**src/rtl/fec_cfg.svh**
```systemverilog
/*
 Constants for the flash erase controller: command codes, pin timing counts, array limits.
 Assumes a 40 MHz system clock.
*/
`ifndef FEC_CFG_SVH
`define FEC_CFG_SVH
`define FEC_CLK_MHZ 40
`define FEC_CMD_READ 8'h00
`define FEC_CMD_ERASE 8'h20
`define FEC_CMD_PROG_SETUP 8'h40
`define FEC_CMD_ERASE_VERIFY 8'hA0
`define FEC_CMD_RESET 8'hFF
`define FEC_ZERO_BYTE 8'h00
`define FEC_ERASED_BYTE 8'hFF
`define FEC_ADDR_LAST 16'hFFFF
`define FEC_WE_LOW_NS 100
`define FEC_WE_LOW_CYC ((`FEC_WE_LOW_NS * `FEC_CLK_MHZ + 999) / 1000)
`define FEC_READ_NS 200
`define FEC_READ_CYC ((`FEC_READ_NS * `FEC_CLK_MHZ + 999) / 1000)
`define FEC_VERIFY_REC_US 6
`define FEC_VERIFY_REC_CYC ((`FEC_VERIFY_REC_US * `FEC_CLK_MHZ))
`define FEC_ERASE_PULSE_MS 10
`define FEC_ERASE_PULSE_CYC (`FEC_ERASE_PULSE_MS * 1000 * `FEC_CLK_MHZ)
`define FEC_MAX_PULSES 1000
`endif

```
**src/rtl/fec_pkg.sv**
```systemverilog
/*
 Types for the flash erase controller.
 Assumes fec_cfg.svh supplies all numeric constants.
*/
package fec_pkg;
   typedef enum logic [3:0] {
      FEC_IDLE = 4'b0000,
      FEC_SETUP = 4'b0001,
      FEC_ERASE = 4'b0010,
      FEC_PULSE = 4'b0011,
      FEC_VERIFY = 4'b0100,
      FEC_RECOVER = 4'b0101,
      FEC_READ = 4'b0110,
      FEC_CHECK = 4'b0111,
      FEC_EXIT = 4'b1000,
      FEC_DONE = 4'b1001,
      FEC_FAIL = 4'b1010
   } fec_state_t;
   typedef struct packed {
      logic chipSelN;
      logic writeN;
      logic outGateN;
      logic [15:0] addr;
      logic [7:0] dataOut;
      logic dataOe;
   } fec_bus_t;
endpackage : fec_pkg

```
**src/rtl/fec_erase_ctrl.sv**
```systemverilog
/*
 Host-side bulk erase controller for a parallel flash with a command register.
 Assumes the array was already programmed to zero and that the programming supply
 is switched by vppEnable; vppReady reports it is up.
*/
`timescale 1ns/1ps
`include "fec_cfg.svh"
module fec_erase_ctrl #(
   parameter int ERASE_PULSE_CYC = `FEC_ERASE_PULSE_CYC
) (
   // Clock and reset
   input wire logic sys_clk,
   input wire logic arst_n,
   // Control
   input wire logic startErase,
   input wire logic preProgrammed,
   input wire logic exitWithProgSetup,
   output logic busy,
   output logic eraseDone,
   output logic eraseFail,
   output logic [9:0] pulseCount,
   output logic [15:0] erase_check_address,
   // Programming supply
   output logic vppEnable,
   input wire logic vppReady,
   // Flash pins
   output logic flashChipSelN,
   output logic flashWriteN,
   output logic flashOutGateN,
   output logic [15:0] flashAddr,
   output logic [7:0] flashDataOut,
   output logic flashDataOe,
   input wire logic [7:0] flashDataIn
);
   localparam int REC = `FEC_VERIFY_REC_CYC;
   logic rstMeta_reg;
   logic rstSync_reg;
   always_ff @(posedge sys_clk or negedge arst_n) begin
      if (!arst_n) begin
         rstMeta_reg <= 1'b0;
         rstSync_reg <= 1'b0;
      end else begin
         rstMeta_reg <= 1'b1;
         rstSync_reg <= rstMeta_reg;
      end
   end
   wire rstN = rstSync_reg;

   fec_pkg::fec_state_t state_reg, state_next;
   logic [31:0] timer_reg;
   logic [15:0] addr_reg;
   logic [9:0] pulses_reg;
   logic cycIssued_reg;
   logic done_reg;
   logic fail_reg;
   logic [7:0] checkData;
   logic cycDone;
   fec_pkg::fec_bus_t pins;

   wire inVerify = (state_reg == fec_pkg::FEC_VERIFY);
   wire inRead = (state_reg == fec_pkg::FEC_READ);
   wire inWriteState = (state_reg == fec_pkg::FEC_SETUP) || (state_reg == fec_pkg::FEC_ERASE)
                       || inVerify || (state_reg == fec_pkg::FEC_EXIT);
   wire cycStart = (inWriteState || inRead) && !cycIssued_reg;
   // Command register takes any address except for erase-verify
   wire [15:0] cycAddr = inVerify || inRead ? addr_reg : 16'h0000;
   // FFh leaves the device in read mode until the next command
   wire [7:0] exitCode = exitWithProgSetup ? `FEC_CMD_PROG_SETUP : `FEC_CMD_RESET;
   wire [7:0] cycData = (state_reg == fec_pkg::FEC_EXIT) ? exitCode :
                        inVerify ? `FEC_CMD_ERASE_VERIFY : `FEC_CMD_ERASE;
   wire timerHit = (timer_reg == 32'(ERASE_PULSE_CYC));
   wire recHit = (timer_reg == 32'(REC));
   wire byteOk = (checkData == `FEC_ERASED_BYTE);
   wire lastAddr = (addr_reg == `FEC_ADDR_LAST);
   wire pulseLimit = (pulses_reg == 10'(`FEC_MAX_PULSES));

   fec_write_cycle u_cycle (
      .sysClk(sys_clk),
      .rstN(rstN),
      .start(cycStart),
      .isRead(inRead),
      .addr(cycAddr),
      .data(cycData),
      .done(cycDone),
      .readData(checkData),
      .pins(pins),
      .dataIn(flashDataIn)
   );

   always_comb begin
      state_next = state_reg;
      case (state_reg)
         fec_pkg::FEC_IDLE: begin
            // Erase only on a pre-programmed array with supply up
            if (startErase && preProgrammed && vppReady) begin
               state_next = fec_pkg::FEC_SETUP;
            end
         end
         fec_pkg::FEC_SETUP: begin
            if (cycDone) begin
               state_next = fec_pkg::FEC_ERASE;
            end
         end
         fec_pkg::FEC_ERASE: begin
            if (cycDone) begin
               state_next = fec_pkg::FEC_PULSE;
            end
         end
         fec_pkg::FEC_PULSE: begin
            if (timerHit) begin
               state_next = fec_pkg::FEC_VERIFY;
            end
         end
         fec_pkg::FEC_VERIFY: begin
            if (cycDone) begin
               state_next = fec_pkg::FEC_RECOVER;
            end
         end
         fec_pkg::FEC_RECOVER: begin
            if (recHit) begin
               state_next = fec_pkg::FEC_READ;
            end
         end
         fec_pkg::FEC_READ: begin
            if (cycDone) begin
               state_next = fec_pkg::FEC_CHECK;
            end
         end
         fec_pkg::FEC_CHECK: begin
            if (byteOk && lastAddr) begin
               state_next = fec_pkg::FEC_EXIT;
            end else if (byteOk) begin
               state_next = fec_pkg::FEC_VERIFY;
            end else if (pulseLimit) begin
               state_next = fec_pkg::FEC_EXIT;
            end else begin
               state_next = fec_pkg::FEC_SETUP;
            end
         end
         fec_pkg::FEC_EXIT: begin
            if (cycDone) begin
               state_next = fec_pkg::FEC_DONE;
            end
         end
         fec_pkg::FEC_DONE: begin
            state_next = fec_pkg::FEC_IDLE;
         end
         default: begin
            state_next = fec_pkg::FEC_IDLE;
         end
      endcase
      // Supply lost mid-sequence: device falls back to read mode, so abandon
      if (!vppReady && state_reg != fec_pkg::FEC_IDLE) begin
         state_next = fec_pkg::FEC_IDLE;
      end
   end

   wire enterCheck = (state_reg == fec_pkg::FEC_CHECK);
   always_ff @(posedge sys_clk or negedge rstN) begin
      if (!rstN) begin
         state_reg <= fec_pkg::FEC_IDLE;
         timer_reg <= 32'h0000_0000;
         addr_reg <= 16'h0000;
         pulses_reg <= 10'h000;
         cycIssued_reg <= 1'b0;
         done_reg <= 1'b0;
         fail_reg <= 1'b0;
      end else begin
         state_reg <= state_next;
         // Timer restarts on every state change
         timer_reg <= (state_next != state_reg) ? 32'h0000_0000 : timer_reg + 32'h0000_0001;
         cycIssued_reg <= (state_next != state_reg) ? 1'b0 : (cycIssued_reg | cycStart);
         if (state_reg == fec_pkg::FEC_IDLE && state_next == fec_pkg::FEC_SETUP) begin
            addr_reg <= 16'h0000;
            pulses_reg <= 10'h000;
            done_reg <= 1'b0;
            fail_reg <= 1'b0;
         end
         if (state_reg == fec_pkg::FEC_ERASE && cycDone) begin
            pulses_reg <= pulses_reg + 10'h001;
         end
         // Failing address is kept so the next pass resumes there
         if (enterCheck && byteOk && !lastAddr) begin
            addr_reg <= addr_reg + 16'h0001;
         end
         if (state_reg == fec_pkg::FEC_EXIT && cycDone) begin
            done_reg <= byteOk;
            fail_reg <= !byteOk;
         end
      end
   end

   // Supply stays on through erase and verify; dropped only when idle
   assign vppEnable = (state_reg != fec_pkg::FEC_IDLE) || startErase;
   assign busy = (state_reg != fec_pkg::FEC_IDLE);
   assign eraseDone = done_reg;
   assign eraseFail = fail_reg;
   assign pulseCount = pulses_reg;
   assign erase_check_address = addr_reg;
   assign flashChipSelN = pins.chipSelN;
   assign flashWriteN = pins.writeN;
   assign flashOutGateN = pins.outGateN;
   assign flashAddr = pins.addr;
   assign flashDataOut = pins.dataOut;
   assign flashDataOe = pins.dataOe;
endmodule : fec_erase_ctrl

```
**src/rtl/fec_write_cycle.sv**
```systemverilog
/*
 One flash bus cycle: write (strobe low then high) or read (gate low, sample data).
 Assumes the flash pins are driven directly and inputs are synchronous to sys_clk.
*/
`timescale 1ns/1ps
`include "fec_cfg.svh"
module fec_write_cycle (
   // Clock and reset
   input wire logic sysClk,
   input wire logic rstN,
   // Request
   input wire logic start,
   input wire logic isRead,
   input wire logic [15:0] addr,
   input wire logic [7:0] data,
   output logic done,
   output logic [7:0] readData,
   // Flash pins
   output fec_pkg::fec_bus_t pins,
   input wire logic [7:0] dataIn
);
   localparam int WLOW = `FEC_WE_LOW_CYC;
   localparam int RLOW = `FEC_READ_CYC;
   logic [7:0] cnt_reg;
   logic busy_reg;
   logic rd_reg;
   wire lastCnt = rd_reg ? (cnt_reg == 8'(RLOW)) : (cnt_reg == 8'(WLOW));
   wire finish = busy_reg && lastCnt;
   assign done = finish;
   always_ff @(posedge sysClk or negedge rstN) begin
      if (!rstN) begin
         cnt_reg <= 8'h00;
         busy_reg <= 1'b0;
         rd_reg <= 1'b0;
         readData <= 8'h00;
         pins <= '{chipSelN: 1'b1, writeN: 1'b1, outGateN: 1'b1, addr: 16'h0000,
                   dataOut: 8'h00, dataOe: 1'b0};
      end else if (start && !busy_reg) begin
         // Address and data driven with the strobe fall, held until it rises
         busy_reg <= 1'b1;
         rd_reg <= isRead;
         cnt_reg <= 8'h01;
         pins.addr <= addr;
         pins.dataOut <= data;
         pins.dataOe <= !isRead;
         pins.chipSelN <= 1'b0;
         pins.writeN <= isRead;
         // Output gate stays high through a write
         pins.outGateN <= !isRead;
      end else if (finish) begin
         busy_reg <= 1'b0;
         if (rd_reg) begin
            readData <= dataIn;
         end
         pins.chipSelN <= 1'b1;
         pins.writeN <= 1'b1;
         pins.outGateN <= 1'b1;
         pins.dataOe <= 1'b0;
      end else if (busy_reg) begin
         cnt_reg <= cnt_reg + 8'h01;
      end
   end
endmodule : fec_write_cycle

```
**config.mk**
```make
export PLATFORM = sky130hd
export DESIGN_NAME = fec_erase_ctrl
export DESIGN_NICKNAME = d
export VERILOG_FILES = /design/src/rtl/fec_pkg.sv /design/src/rtl/fec_erase_ctrl.sv /design/src/rtl/fec_write_cycle.sv
export VERILOG_INCLUDE_DIRS = /design/src /design/src/rtl
export SDC_FILE = /design/constraint.sdc
export NUM_CORES = 1
export LEC_CHECK = 0
export BUFFER_PORTS_ARGS = -buffer_cell sky130_fd_sc_hd__buf_4
export CAP_MARGIN = 30
export CORE_MARGIN = 5
export CORE_UTILIZATION = 30
export DETAILED_ROUTE_END_ITERATION = 8
export PLACE_DENSITY = 0.47
export REMOVE_ABC_BUFFERS = 1
export SLEW_MARGIN = 20
export SYNTH_ARGS = -nofsm -noshare
export SYNTH_HDL_FRONTEND = slang
export SYNTH_SLANG_ARGS = --single-unit
```
**constraint.sdc**
```tcl
create_clock -name sys_clk -period 4.7 [get_ports sys_clk]
set_input_delay 0.94 -clock sys_clk [delete_from_list [all_inputs] [get_ports sys_clk]]
set_output_delay 0.94 -clock sys_clk [all_outputs]
set_load 0.005 [all_outputs]
```
Yosys cells after proc, flatten, opt, wreduce, memory -nomap -nowiden. Cells that the tools add are included. W data, S select, Z words.

Register bits after elaboration: 113. Input port bits: 14. Output and inout bits: 58. Word-level logic and storage cells: 111.

$add $sub $neg: 4. Equal/unequal tests: 18. Multiplexer cells: 35. Bitwise logic cells: 2. Reduce and logical (&&, ||, !) cells: 33.

Operators with widths (number): $mux W16 (3); $mux W4 (12); $mux W8 (6); $pmux W4 S9 (1); $add A32 B1 Y32 const B (1); $eq A32 B19 Y1 const B (1); $eq A32 B8 Y1 const B (1); $mux W32 (1); $mux W10 (2); $add A16 B1 Y16 const B (1); $eq A16 B16 Y1 const B (1); $eq A4 B3 Y1 const B (4); $logic_and A1 B1 Y1 (12); $add A10 B1 Y10 const B (1); $eq A10 B10 Y1 const B (1); $reduce_bool A2 Y1 (5); $add A8 B1 Y8 const B (1); $eq A4 B1 Y1 const B (2); $eq A4 B2 Y1 const B (2); $eq A8 B3 Y1 const B (1); $eq A8 B4 Y1 const B (1); $eq A8 B8 Y1 const B (1); $mux W1 (8); $logic_not A1 Y1 (6); 11 further kinds (17).

Logic depth before layout (Yosys ltp).
Depth after elaboration: 10. Depth in mapped cells: 10. Depth with buffers taken out: 9.

Modules after synthesis. From an unflattened synthesis, not the netlist that was laid out.

Cell total of the unflattened synthesis: 625. Area total of the unflattened synthesis: 6004.5 µm².

By module, submodules not included: fec_erase_ctrl (instances 1, cells an instance 435, area each 4063.9 µm²); fec_write_cycle (instances 1, cells an instance 190, area each 1940.6 µm²).

Worst setup path after synthesis. Ideal clock, no wire load.

Path type: register to register. Start point: register u_cycle.cnt_reg[0]. End point: register pulses_reg[8], in the netlist pulseCount[8]. Library setup time: 119 ps. Arrival time: 2406 ps. Required time: 4581 ps. Slack: 2175 ps. Cell stages (with the launch flop): 11. Path buffers: 1. Period minus slack after synthesis: 2525 ps. Cells stage by stage: dfrtp_1 inv_1 ha_1 nor3b_1 o2111ai_2 or4b_1 buf_2 or3_4 nor2_1 xor2_1 and2_1.

Longest elaborated chain between the ends: 9. Elaborated cells between the ends (all ways): 16. Those cells by class: 3 x eq/ne; 9 x mux; 4 x reduce/logical.

RTL lines: start: declaration (line fec_write_cycle.sv:24) `logic [7:0] cnt_reg;`; start signal: assignment (line fec_write_cycle.sv:60) `cnt_reg <= cnt_reg + 8'h01;`; $eq A8 B3 Y1 / $eq A8 B4 Y1 (equally long branches) (line fec_write_cycle.sv:27) `wire lastCnt = rd_reg ? (cnt_reg == 8'(RLOW)) : (cnt_reg == 8'(WLOW));`; $mux W1 * (line fec_write_cycle.sv:27); $logic_and A1 B1 Y1 * (line fec_write_cycle.sv:28) `wire finish = busy_reg && lastCnt;`; $mux W4, on equally long branches; $pmux W4 S9 (line fec_erase_ctrl.sv:92) `case (state_reg)`; $mux W4 (line fec_erase_ctrl.sv:153) `if (!vppReady && state_reg != fec_pkg::FEC_IDLE) begin`; $eq A4 B1 Y1 (line fec_erase_ctrl.sv:173) `if (state_reg == fec_pkg::FEC_IDLE && state_next == fec_pkg::FEC_SETUP) begin`; $logic_and A1 B1 Y1 (line fec_erase_ctrl.sv:173); $reduce_bool A2 Y1 (no line); end signal: assignment (line fec_erase_ctrl.sv:180) `pulses_reg <= pulses_reg + 10'h001;`; end: declaration (line fec_erase_ctrl.sv:52) `logic [9:0] pulses_reg;`.

Mark *: on every way between the ends. The rest lies on a longest branch, timed or not. A chain may end at the register's enable or synchronous reset.

Final worst setup path. Ends and elaborated chain as after synthesis.

==> out/metrics.yaml <==
worst_setup_path:
  timing.rr.end: "pulseCount[8]"
  cp.depth: 9
  critical-path-top-delay-family: "simple AND/OR/NAND/NOR gates"
  reg2reg_from: "u_cycle.cnt_reg[0]"
  cp-end-kind: "flop"
  worstPathMaxFanout: 17
  crit_path_cell_trace: "inv_1 -> ha_1 -> nor3b_1 -> o2111ai_2 -> or4b_1 -> or3_4 -> nor2_1 -> xor2_1 -> and2_1"
  r2r_setup_slack_ns: 1.60
  slowest_delay_ns: 0.81
  reg2reg_depth: 9
  crit_required_ns: 5.00
  worstSetupPathType: "reg2reg"
  worstSetupStartpointType: "flop"
  startpoint: "u_cycle.cnt_reg[0]"
  cp_slowest_cell: "or4b_1"
  critPathBufInv: 1
  worstPathArrival_ns: 3.40
sta:
  setup_viol: 0
  post-route-period-util_pct: 66.0
  hold_ws_ns: 0.166
  min_period_ns: 3.10
  fin_skew_ns: 0.0155
  fmax_ghz: 0.323
  slew_viol_final: 0
  max_slew.worst_pin.slew_ns: 0.872
  setup_tns_ns: 0
  relSlewSlack_pct: 41.6
  hold_viol_final: 0
  rsz0062_at_grt: "false"
power:
  internal_power_w: 0.00169
  p_seq_share_pct: 46.7
  p_leak_nw: 3.06
  ir_drop_uv: 191
  swShare_pct: 33.6
  p_sw_w: 0.000859
  p_clk_share_pct: 29.8
  combPwrFrac_pct: 23.5
  powerDensity_nw_per_um2: 382
  power_w: 0.00255
synthesis:
  synth_cell_types: 51
  ys_ff_latch: 109
  synth_flop_cell: "dfrtp_1"
  async_flop_share_pct: 100
  ys_warn_count: 0
  synth-seq-area-share_pct: 48.7
  syn_inst: 633
  syn_area_um2: 5600
  synth-edff-count: 0
  avgSynthCellArea_um2: 8.85
place:
  dp.final_hpwl_um: 9670
  gp_congestion: 0.851
  port-buffer-count: 71
route:
  drc: 0
  met3_length_um: 540
  ant_nets: 0
  routed.top_layer: "met4"
  routed_wl_um: 14000
  drtIter0Drc: 261
  wl_met2_um: 6580
  routedWlPerCell_um: 15.0
  vias: 4641
  dr.pass1.iters: 5
  wl_met1_um: 6590
  via_per_inst: 4.99
grt:
  antenna_found_initial: 0
  grt_pass1_wl_um: 23500
  grt_pass1_vias: 4548
  gr-total-overflow: 0
  grt_start_max_net_pins: 67
  grt_usage_pct: 13.2
status:
  status: "completed"
layout:
  nets: 712
  multi_input_area_um2: 2680
  largest_reg_flops: 32
  final_layout_size_suffix_gt1_share_pct: 16.2
  seqCellArea_um2: 2740
  area_growth_pct: 19.2
  antenna_cells: 0
  fillers: 1897
  fin_util_pct: 36.1
floorplan:
  rows: 50
  dieArea_um2: 21500
  die_height_um: 147
  fp.dieW_um: 147
  initial_core_util_pct: 30.3
  core_um2: 18500
  ioPinCount: 72
clock_tree:
  cts_setup_buffers: 0
  cts_sinks: 109
  worstSkewPairLatency_ns: 0.37
  root_buffer: "clkbuf_16"
  holdBufCountCts: 0
  cts_resized: 0
  cts_tree: "yes"
  clk_pin_slew_worst_paths_ns: 0.09
  clk_path_buf_depth: 2
  cts_made_buffers: 9
  htreeDepth: 3
hold_path:
  hold_path_class: "reg2async"
job:
  drv_cap: 0
-- cell usage in the layout, fill, tap and decap left out, drive strengths merged, types with 9 or more instances in the layout --
cell type / instances
nand2: 107
dfrtp: 106
nor2: 81
buf: 78
nand3: 47
o21ai: 39
xnor2: 23
inv: 22
nor3: 21
xor2: 19
nand4: 15
o31ai: 12
nand2b: 11
and3: 10
clkbuf: 10
nor2b: 9
nor4: 9
-- worst register-to-register path: cells and delay by family, from the launching register on --
family	cells	cell delay, ns
DFF	1	0.41
xor gates and xnor gates	1	0.15
AOI/OAI and AO/OA	1	0.29
and+or+nand+nor	5	1.90
adders and majority gates	1	0.16
buffers and inverters	1	0.10
-- metal layers --
metal	GRT usage, %	vias to the layer above
li1	-	2286
met1	17.6	2241
met2	21.2	91
met3	2.51	23
met4	4.99	0
met5	0	-
-- how the worst max path moves through the flow --
stage | slack [ns] | endpoint
finish | 1.60 | pulseCount[8]
global route | 1.28 | timer_reg[0]
CTS | 1.58 | pulseCount[8]
detailed placement | 1.61 | timer_reg[0]
global placement | 1.74 | timer_reg[0]
floorplan | 1.12 | timer_reg[0]
-- cell families after synthesis --
kind of cell | after synthesis | share of synthesized area (%)
and+or+nand+nor | 338 | 28.7
xor gates and xnor gates | 42 | 6.57
AOI/OAI and AO/OA | 74 | 8.35
adders and majority gates | 7 | 1.56
buffers and inverters | 51 | 3.82
muxes | 11 | 2.14
DFF | 109 | 48.7
other | 1 | 0.0669
-- power groups by stage --
stage,Sequential [W],Clock [W],Combinational [W]
after floorplan,0.00119,0,0.000341
after global placement,0.00122,0,0.000590
after detailed placement,0.00122,0,0.000598
after CTS,0.00120,0.000788,0.000601
after global routing,0.00122,0.000829,0.000682
final,0.00119,0.000762,0.000600
-- cell usage after synthesis (2+ instances only) --
cell | count | area, µm²
and3_1 | 10 | 62.6
a21oi_1 | 3 | 15.0
nor4b_1 | 2 | 17.5
o31ai_1 | 12 | 90.1
xor2_1 | 19 | 166
o22ai_1 | 3 | 18.8
nand3_1 | 47 | 235
nand2b_1 | 11 | 68.8
ha_1 | 7 | 87.6
xnor2_1 | 23 | 201
nor4_1 | 9 | 56.3
dfrtp_1 | 106 | 2650
nand2_1 | 107 | 402
inv_1 | 20 | 75.1
and2_1 | 6 | 37.5
a211oi_1 | 2 | 15.0
o41ai_1 | 2 | 17.5
nor3b_1 | 2 | 15.0
nor3_1 | 21 | 105
a31oi_1 | 2 | 12.5
buf_4 | 4 | 30.0
nand4_1 | 15 | 93.8
mux2i_1 | 3 | 30.0
or4_1 | 4 | 30.0
nor2_1 | 81 | 304
o21ai_0 | 39 | 195
clkbuf_1 | 21 | 78.8
mux2_2 | 8 | 90.1
and4_1 | 7 | 61.3
dfstp_2 | 3 | 78.8
nor2b_1 | 9 | 56.3
buf_2 | 6 | 30.0
-- area by class of cell --
class | instances | area share [%]
sequential | 109 | 40.9
multi-input combinational | 473 | 40.1
tap | 234 | 4.38
clock inverter | 6 | 0.861
timing repair buffer | 78 | 9.18
clock buffer | 10 | 3.43
inverter | 20 | 1.12
-- per-stage QoR --
step | cells | area [µm²] | setup slack, ns
finish | 930 | 6680 | 1.60
detailed placement | 912 | 6350 | 1.61
CTS | 928 | 6640 | 1.58
global placement | 912 | 6350 | 1.74
global route | 930 | 6680 | 1.28
floorplan | 602 | 5460 | 1.12
(Power assumes the default switching activity.)
